**src/common/crxb_defines.svh**
```systemverilog
// Purpose: constants for the receive buffering block
// Assumes: assembly buffer laid out as id bytes, length byte, eight data bytes
// Notes: definitions only
`ifndef CRXB_DEFINES_SVH
`define CRXB_DEFINES_SVH

`define CRXB_AB_BYTES 13
`define CRXB_AB_W 104
`define CRXB_NFILT 6
`define CRXB_B0_NFILT 2
`define CRXB_ID_W 29
`define CRXB_SID_W 11
`define CRXB_EID_W 18
`define CRXB_IDX_SIDH 0
`define CRXB_IDX_SIDL 1
`define CRXB_IDX_EID8 2
`define CRXB_IDX_EID0 3
`define CRXB_IDX_DLC 4
`define CRXB_SIDL_EXT_BIT 3
`define CRXB_SIDL_SRR_BIT 4
`define CRXB_DLC_RTR_BIT 6
`define CRXB_CTRL_RST 8'h00
`define CRXB_BYTE_ZERO 8'h00

`endif

```
**src/common/crxb_pkg.sv**
```systemverilog
// Purpose: types shared by the receive buffering block
// Assumes: defines header on the include path
// Notes: filter entries travel as one packed struct
`include "crxb_defines.svh"

package crxb_pkg;

  typedef enum logic [1:0] {
    CRXB_RXM_FILT = 2'h0,
    CRXB_RXM_STD = 2'h1,
    CRXB_RXM_EXT = 2'h2,
    CRXB_RXM_ANY = 2'h3
  } crxb_rxm_t;

  typedef struct packed {
    logic ext;
    logic [`CRXB_ID_W-1:0] id;
  } crxb_filt_t;

endpackage : crxb_pkg

```
**src/rtl/crxb_buf_mem.sv**
```systemverilog
// Purpose: storage for the two receive buffers, one whole frame per word
// Assumes: whole-frame write in one cycle
// Notes: read data registered, one cycle latency
`timescale 1ns/1ns
`default_nettype none
`include "crxb_defines.svh"

module crxb_buf_mem (
  input wire logic clk,
  input wire logic nrst,
  input wire logic wr_en,
  input wire logic wr_addr,
  input wire logic [`CRXB_AB_W-1:0] wr_data,
  input wire logic rd_en,
  input wire logic rd_addr,
  output logic [`CRXB_AB_W-1:0] rd_data
);
  logic [`CRXB_AB_W-1:0] mem_ff [2];
  logic [`CRXB_AB_W-1:0] nxt_mem [2];
  logic [`CRXB_AB_W-1:0] rd_ff;
  logic [`CRXB_AB_W-1:0] nxt_rd;

  always_comb begin
    nxt_mem = mem_ff;
    if (wr_en) begin
      nxt_mem[wr_addr] = wr_data;
    end
    // read sees the old word if written the same cycle
    nxt_rd = rd_en ? mem_ff[rd_addr] : rd_ff;
  end

  always_ff @(posedge clk) begin
    mem_ff <= nxt_mem;
    if (!nrst) begin
      rd_ff <= '0;
    end else begin
      rd_ff <= nxt_rd;
    end
  end

  assign rd_data = rd_ff;

endmodule : crxb_buf_mem
`default_nettype wire

```
**src/rtl/crxb_filter.sv**
```systemverilog
// Purpose: one acceptance filter compare against the assembled frame
// Assumes: id is sid in the upper 11 bits, eid in the lower 18
// Notes: purely combinational, one instance per filter
`timescale 1ns/1ns
`default_nettype none
`include "crxb_defines.svh"

module crxb_filter import crxb_pkg::*; (
  input wire logic [`CRXB_ID_W-1:0] frm_id,
  input wire logic frm_ext,
  input wire crxb_filt_t filt,
  input wire logic [`CRXB_ID_W-1:0] mask,
  input wire crxb_rxm_t mode,
  output logic hit
);
  logic [`CRXB_ID_W-1:0] cmp_bits;
  logic id_ok;
  logic mode_ok;

  always_comb begin
    // standard frames carry no eid, so only the sid bits take part
    cmp_bits = frm_ext ? mask : {mask[`CRXB_ID_W-1 -: `CRXB_SID_W],
                                 {`CRXB_EID_W{1'b0}}};
    id_ok = ((frm_id ^ filt.id) & cmp_bits) == '0;
    case (mode)
      CRXB_RXM_FILT: mode_ok = (filt.ext == frm_ext);
      CRXB_RXM_STD: mode_ok = !frm_ext && !filt.ext;
      CRXB_RXM_EXT: mode_ok = frm_ext && filt.ext;
      default: mode_ok = 1'b0;
    endcase
    hit = id_ok && mode_ok;
  end

endmodule : crxb_filter
`default_nettype wire

```
**src/rtl/crxb_top.sv**
```systemverilog
// Purpose: receive buffering: assembly buffer, filtering, two rx buffers
// Assumes: engine writes assembly bytes, then pulses end or error
// Notes: control and status bits are plain ports, no register bus
`timescale 1ns/1ns
`default_nettype none
`include "crxb_defines.svh"

module crxb_top import crxb_pkg::*; (
  input wire logic clk,
  input wire logic nrst,
  input wire logic pe_wr,
  input wire logic [3:0] pe_idx,
  input wire logic [7:0] pe_byte,
  input wire logic pe_eof,
  input wire logic pe_err,
  input wire crxb_filt_t [`CRXB_NFILT-1:0] filt_cfg,
  input wire logic [1:0][`CRXB_ID_W-1:0] acc_mask,
  input wire crxb_rxm_t rx_accept_mode0,
  input wire crxb_rxm_t rx_accept_mode1,
  input wire logic rollover_en,
  input wire logic [1:0] rx_full_irq_enable,
  input wire logic [1:0] host_clr_flag,
  input wire logic [1:0] full_pin_enable,
  input wire logic [1:0] full_pin_irq_mode,
  input wire logic [1:0] full_pin_level,
  input wire logic host_rd,
  input wire logic host_rd_buf,
  input wire logic [3:0] host_rd_idx,
  output logic [1:0] rx_full_flag,
  output logic int_n,
  output logic buf0_full_pin_n,
  output logic buf1_full_pin_n,
  output logic buf0_full_pin_oe,
  output logic buf1_full_pin_oe,
  output logic [7:0] rx_buffer_control0,
  output logic [7:0] rx_buffer_control1,
  output logic [7:0] rd_data,
  output logic rd_valid
);
  logic [7:0] ab_ff [`CRXB_AB_BYTES];
  logic [7:0] nxt_ab [`CRXB_AB_BYTES];
  logic [`CRXB_AB_W-1:0] ab_flat;
  logic [`CRXB_ID_W-1:0] frm_id;
  logic frm_ext;
  logic frm_rtr;
  logic [`CRXB_NFILT-1:0] hit;
  logic any0, any1, acc0, acc1, to0, to1, roll;
  logic [2:0] fnum0, fnum1;
  logic wr_en, wr_addr;
  logic [1:0] flag_ff, nxt_flag;
  logic int_n_ff, nxt_int_n;
  logic [1:0] pin_ff, nxt_pin, oe_ff, nxt_oe;
  logic rtr0_ff, nxt_rtr0, rtr1_ff, nxt_rtr1, hit0_ff, nxt_hit0;
  logic [2:0] hit1_ff, nxt_hit1;
  logic [7:0] ctl0_ff, nxt_ctl0, ctl1_ff, nxt_ctl1;
  logic [`CRXB_AB_W-1:0] mem_rd;
  logic rd_pend_ff, nxt_rd_pend, rd_valid_ff, nxt_rd_valid;
  logic [3:0] rd_idx_ff, nxt_rd_idx;
  logic [7:0] rd_data_ff, nxt_rd_data;

  always_comb begin
    nxt_ab = ab_ff;
    if (pe_wr && pe_idx < 4'(`CRXB_AB_BYTES)) begin
      nxt_ab[pe_idx] = pe_byte;
    end
  end

  always_ff @(posedge clk) begin
    if (!nrst) begin
      ab_ff <= '{default: `CRXB_BYTE_ZERO};
    end else begin
      ab_ff <= nxt_ab;
    end
  end

  always_comb begin
    for (int i = 0; i < `CRXB_AB_BYTES; i++) begin
      ab_flat[8*i +: 8] = ab_ff[i];
    end
    frm_ext = ab_ff[`CRXB_IDX_SIDL][`CRXB_SIDL_EXT_BIT];
    frm_id = {ab_ff[`CRXB_IDX_SIDH], ab_ff[`CRXB_IDX_SIDL][7:5],
              ab_ff[`CRXB_IDX_SIDL][1:0], ab_ff[`CRXB_IDX_EID8],
              ab_ff[`CRXB_IDX_EID0]};
    frm_rtr = frm_ext ? ab_ff[`CRXB_IDX_DLC][`CRXB_DLC_RTR_BIT]
                      : ab_ff[`CRXB_IDX_SIDL][`CRXB_SIDL_SRR_BIT];
  end

  for (genvar g = 0; g < `CRXB_NFILT; g++) begin : g_filt
    crxb_filter u_filt (
      .frm_id(frm_id),
      .frm_ext(frm_ext),
      .filt(filt_cfg[g]),
      .mask(acc_mask[g >= `CRXB_B0_NFILT]),
      .mode(g < `CRXB_B0_NFILT ? rx_accept_mode0 : rx_accept_mode1),
      .hit(hit[g])
    );
  end

  always_comb begin
    any0 = |hit[`CRXB_B0_NFILT-1:0];
    any1 = |hit[`CRXB_NFILT-1:`CRXB_B0_NFILT];
    fnum0 = 3'h0;
    fnum1 = 3'h0;
    for (int i = `CRXB_B0_NFILT - 1; i >= 0; i--) begin
      if (hit[i]) begin
        fnum0 = 3'(i);
      end
    end
    for (int i = `CRXB_NFILT - 1; i >= `CRXB_B0_NFILT; i--) begin
      if (hit[i]) begin
        fnum1 = 3'(i);
      end
    end
    acc0 = (rx_accept_mode0 == CRXB_RXM_ANY) ? (pe_eof || pe_err)
                                             : (pe_eof && any0);
    acc1 = (rx_accept_mode1 == CRXB_RXM_ANY) ? (pe_eof || pe_err)
                                             : (pe_eof && any1);
    to0 = acc0 && !flag_ff[0];
    roll = acc0 && flag_ff[0] && rollover_en && !flag_ff[1];
    to1 = !to0 && (roll || (acc1 && !flag_ff[1]));
    wr_en = to0 || to1;
    wr_addr = to1;
  end

  crxb_buf_mem u_mem (
    .clk(clk),
    .nrst(nrst),
    .wr_en(wr_en),
    .wr_addr(wr_addr),
    .wr_data(ab_flat),
    .rd_en(host_rd),
    .rd_addr(host_rd_buf),
    .rd_data(mem_rd)
  );

  always_comb begin
    nxt_flag = (flag_ff & ~host_clr_flag) | {to1, to0};
    nxt_int_n = !(|(nxt_flag & rx_full_irq_enable));
    nxt_oe = full_pin_enable;
    for (int b = 0; b < 2; b++) begin
      if (full_pin_enable[b] && full_pin_irq_mode[b]) begin
        nxt_pin[b] = !nxt_flag[b];
      end else if (full_pin_enable[b]) begin
        nxt_pin[b] = full_pin_level[b];
      end else begin
        nxt_pin[b] = 1'b1;
      end
    end
    nxt_rtr0 = to0 ? frm_rtr : rtr0_ff;
    nxt_hit0 = to0 ? fnum0[0] : hit0_ff;
    nxt_rtr1 = to1 ? frm_rtr : rtr1_ff;
    nxt_hit1 = to1 ? (roll ? fnum0 : fnum1) : hit1_ff;
    nxt_ctl0 = {1'b0, rx_accept_mode0, 1'b0, nxt_rtr0, rollover_en,
                rollover_en, nxt_hit0};
    nxt_ctl1 = {1'b0, rx_accept_mode1, 1'b0, nxt_rtr1, nxt_hit1};
  end

  always_ff @(posedge clk) begin
    if (!nrst) begin
      flag_ff <= 2'h0;
      int_n_ff <= 1'b1;
      pin_ff <= 2'h3;
      oe_ff <= 2'h0;
      rtr0_ff <= 1'b0;
      hit0_ff <= 1'b0;
      rtr1_ff <= 1'b0;
      hit1_ff <= 3'h0;
      ctl0_ff <= `CRXB_CTRL_RST;
      ctl1_ff <= `CRXB_CTRL_RST;
    end else begin
      flag_ff <= nxt_flag;
      int_n_ff <= nxt_int_n;
      pin_ff <= nxt_pin;
      oe_ff <= nxt_oe;
      rtr0_ff <= nxt_rtr0;
      hit0_ff <= nxt_hit0;
      rtr1_ff <= nxt_rtr1;
      hit1_ff <= nxt_hit1;
      ctl0_ff <= nxt_ctl0;
      ctl1_ff <= nxt_ctl1;
    end
  end

  // read pipeline: memory word, then byte pick
  always_comb begin
    nxt_rd_pend = host_rd;
    nxt_rd_idx = host_rd ? host_rd_idx : rd_idx_ff;
    nxt_rd_valid = rd_pend_ff;
    nxt_rd_data = rd_data_ff;
    if (rd_pend_ff) begin
      nxt_rd_data = (rd_idx_ff < 4'(`CRXB_AB_BYTES))
                    ? mem_rd[8*rd_idx_ff +: 8] : `CRXB_BYTE_ZERO;
    end
  end

  always_ff @(posedge clk) begin
    if (!nrst) begin
      rd_pend_ff <= 1'b0;
      rd_idx_ff <= 4'h0;
      rd_valid_ff <= 1'b0;
      rd_data_ff <= `CRXB_BYTE_ZERO;
    end else begin
      rd_pend_ff <= nxt_rd_pend;
      rd_idx_ff <= nxt_rd_idx;
      rd_valid_ff <= nxt_rd_valid;
      rd_data_ff <= nxt_rd_data;
    end
  end

  assign rx_full_flag = flag_ff;
  assign int_n = int_n_ff;
  assign buf0_full_pin_n = pin_ff[0];
  assign buf1_full_pin_n = pin_ff[1];
  assign buf0_full_pin_oe = oe_ff[0];
  assign buf1_full_pin_oe = oe_ff[1];
  assign rx_buffer_control0 = ctl0_ff;
  assign rx_buffer_control1 = ctl1_ff;
  assign rd_data = rd_data_ff;
  assign rd_valid = rd_valid_ff;
endmodule : crxb_top
`default_nettype wire

```
**config.mk**
```make
export PLATFORM = sky130hd
export DESIGN_NAME = crxb_top
export DESIGN_NICKNAME = d
export VERILOG_FILES = /design/src/common/crxb_pkg.sv /design/src/rtl/crxb_buf_mem.sv /design/src/rtl/crxb_filter.sv /design/src/rtl/crxb_top.sv
export VERILOG_INCLUDE_DIRS = /design/src /design/src/common
export SDC_FILE = /design/constraint.sdc
export NUM_CORES = 1
export LEC_CHECK = 0
export BUFFER_PORTS_ARGS = -buffer_cell sky130_fd_sc_hd__clkbuf_2
export CAP_MARGIN = 20
export CORE_ASPECT_RATIO = 1.2
export CORE_UTILIZATION = 60
export CTS_CLUSTER_SIZE = 10
export DETAILED_ROUTE_END_ITERATION = 8
export PLACE_DENSITY = 0.84
export SLEW_MARGIN = 20
export SYNTH_ARGS = -nofsm -noshare
export SYNTH_HDL_FRONTEND = slang
export SYNTH_SLANG_ARGS = --single-unit
```
**constraint.sdc**
```tcl
create_clock -name clk -period 9.38 [get_ports clk]
set_clock_uncertainty 0.05 [all_clocks]
set_input_delay 1.876 -clock clk [delete_from_list [all_inputs] [get_ports clk]]
set_output_delay 1.876 -clock clk [all_outputs]
set_load 0.02 [all_outputs]
```
==> flow_summary.yaml <==
sta:
  post-route-period-util_pct: 54.3
  final.setup.tns_ns: 0
  slew_viol_final: 0
  period_needed_ns: 5.10
  final_hold_viol_count: 0
  setup_viol: 0
  tightest_slew_ns: 1.10
  fmax_mhz: 196
  maxSlewHeadroom_pct: 26.6
  grt_setup_unrepaired: "no"
worst_setup_path:
  endpoint_kind: "flip-flop"
  crit_type: "in -> reg"
  r2r-start: "ab_ff[79]$_SDFFE_PN0P_"
  required_ns: 9.73
  rrSetupSlack_ns: 5.01
  cp-start-kind: "input port"
  crit_arrival_ns: 5.45
  critPathMaxFanout: 72
  critPathLaunch: "filt_cfg[46]"
routing:
  first_pass_iters: 6
  totalWireLength_um: 56200
  dr_wl_met3_um: 4220
  detail-route-antenna-nets: 0
  drc: 0
  viasPerCell: 6.08
  highest_layer: "met4"
  wire_per_inst_um: 24.3
  met2_length_um: 28300
  vias: 14060
  drt-met1-wl_um: 20000
  drtIter0Drc: 1289
clock_network:
  cts.sinks: 448
  cts_buffers: 50
  cts.clk_slew.worst_paths_ns: 0.05
  cts.path.max_buffers: 3
  clk_latency_ns: 0.55
  cts_resized: 0
  postCtsSetupBuffers: 0
  htree_num_levels: 2
  clockRootBuffer: "clkbuf_16"
  ctsHoldBuffers: 0
  cts_tree: "built"
job:
  cap_violations: 0
synth:
  synthesis.instances: 1618
  synth_cell_types: 65
  synth_edf_count: 208
  syn_area_mm2: 0.0196
  ys_ff_latch: 448
  synthTopCellsByArea: "edfxtp_1 (32%), dfxtp_1 (25%), mux2i_1 (11%)"
  synth_top_area_share_pct: 31.9
  ys.flop_type: "dfxtp_1"
  synth_top_area_cell: "edfxtp_1"
  yosys_warnings: 0
  syn_avg_cell_area_um2: 12.1
  async_flop_share_pct: 0
  seq_area_frac_synth_pct: 56.5
cells_and_area:
  nFillCells: 2236
  final_cell_mix: "clkbuf_2 (301), dfxtp_1 (238), nor2_1 (228)"
  layout_commonest_cell: "clkbuf_2"
  multiInputGateArea_mm2: 0.00782
  drive_above_1_share_pct: 21.6
  nNetsFinal: 2151
  syn_to_final_growth_pct: 15.5
  regArea_mm2: 0.0111
  stdcell_count: 2314
power:
  peakVddDrop_v: 0.000117
  leakage_nw: 9.66
  power_density_mw_per_mm2: 190
global_routing:
  grt_pass1_wl_um: 81500
  grt_pass1_vias: 13889
  antenna_found_initial: 5
  track_usage_pct: 33.3
  grt_max_degree: 127
  overflow: 0
floorplanning:
  start_util_pct: 60.8
  core_area_mm2: 0.0322
  die_area_mm2: 0.0333
  fp.dieW_um: 167
  fp.dieH_um: 200
  pin_count: 308
  num_rows: 72
placed_design:
  place_congestion: 1.01
  port_buffers: 303
  dp_hpwl_um: 38700
  dp.cells: 2216
min_path:
  hp-class: "reg -> reg"
  hp-start: "ab_ff[6]$_SDFFE_PN0P_"
status:
  status: "complete, no violations"
layer usage:
metal  vias up  global-route usage, %
met5         -                      0
met4         0                   22.8
met3       203                   6.23
met2       711                   58.5
met1      6735                   37.2
li1       6411                      -
flip-flops by register name, indices dropped and copies added, names as in the netlist:
| signal | count |
|---|---|
| ab_ff | 104 |
| hit1_ff | 2 |
| int_n | 1 |
| nxt_rd_valid | 1 |
| oe_ff | 2 |
| pin_ff | 2 |
| rd_data | 8 |
| rd_idx_ff | 4 |
| rd_valid | 1 |
| rx_buffer_control0 | 5 |
| rx_buffer_control1 | 4 |
| rx_full_flag | 2 |
| u_mem.mem_ff | 208 |
| u_mem.rd_data | 104 |
path summary, 6_finish.rpt:
check | endpoint | cells past startpoint
min | u_mem.mem_ff[206]$_DFFE_PP_ | 0
max | rx_buffer_control0[3]$_SDFFE_PN0P_ | 11
min reg2reg | u_mem.mem_ff[206]$_DFFE_PP_ | 0
max reg2reg | rx_buffer_control0[3]$_SDFFE_PN0P_ | 10
cell usage after synthesis, types with 12 or more instances:
cell type  instances
dfxtp_1          240
nor2_1           229
mux2i_1          216
edfxtp_1         208
xor2_1           170
a211oi_1         114
clkbuf_1          68
a22oi_1           53
nand2_1           26
nand3_1           26
buf_2             24
mux4_2            24
a21oi_1           21
a32oi_1           17
inv_1             16
buf_1             14
ha_1              12
stage by stage:
stage	power [mW]	hold WS (ns)	setup WS (ns)	util [%]	instance area, um2
after floorplan	2.42	0.370	3.68	-	19600
after global placement	2.58	0.380	3.61	65.6	21100
after detailed placement	2.59	0.387	3.48	65.6	21100
after CTS	4.29	0.400	4.06	70.0	22500
after global routing	4.41	0.411	4.16	70.2	22600
final	4.29	0.404	4.28	70.2	22600
area by class of cell:
| type | count | share of cell area, % |
|---|---|---|
| Sequential cell | 448 | 48.9 |
| Multi-Input combinational cell | 1026 | 34.6 |
| Timing Repair Buffer | 318 | 7.41 |
| Clock buffer | 90 | 6.30 |
| Tap cell | 407 | 2.26 |
| Inverter | 19 | 0.349 |
| Antenna cell | 5 | 0.0554 |
| Clock inverter | 1 | 0.0388 |
cells by family (layout without fill, tap and decap cells):
group	Yosys count	count (layout)	synth area share [%]
compound gates	260	260	10.0
buf+inv	147	428	3.65
xor+xnor	174	174	7.79
flops	448	448	56.5
fa+ha+maj	12	12	0.768
simple gates	335	335	7.37
other cells	1	9	0.0192
mux	241	241	13.9
worst max-delay path: stages:
cell and delay (ns):
clkbuf_2 0.15, xor2_1 0.17, a22oi_1 0.31, nand4_1 0.15, o21ai_0 0.60, a31oi_1 0.26
o21a_1 0.25, inv_4 0.38, buf_4 0.86, mux2i_1 0.28, nor2_1 0.06
where the power goes:
group | total [mW] | switching [mW] | internal [mW]
clock | 1.73 | 0.717 | 1.01
sequential | 2.16 | 0.0423 | 2.12
combinational | 0.401 | 0.241 | 0.160
total | 4.29 | 1.00 | 3.29
No activity file was read; power rests on OpenSTA's default activity.
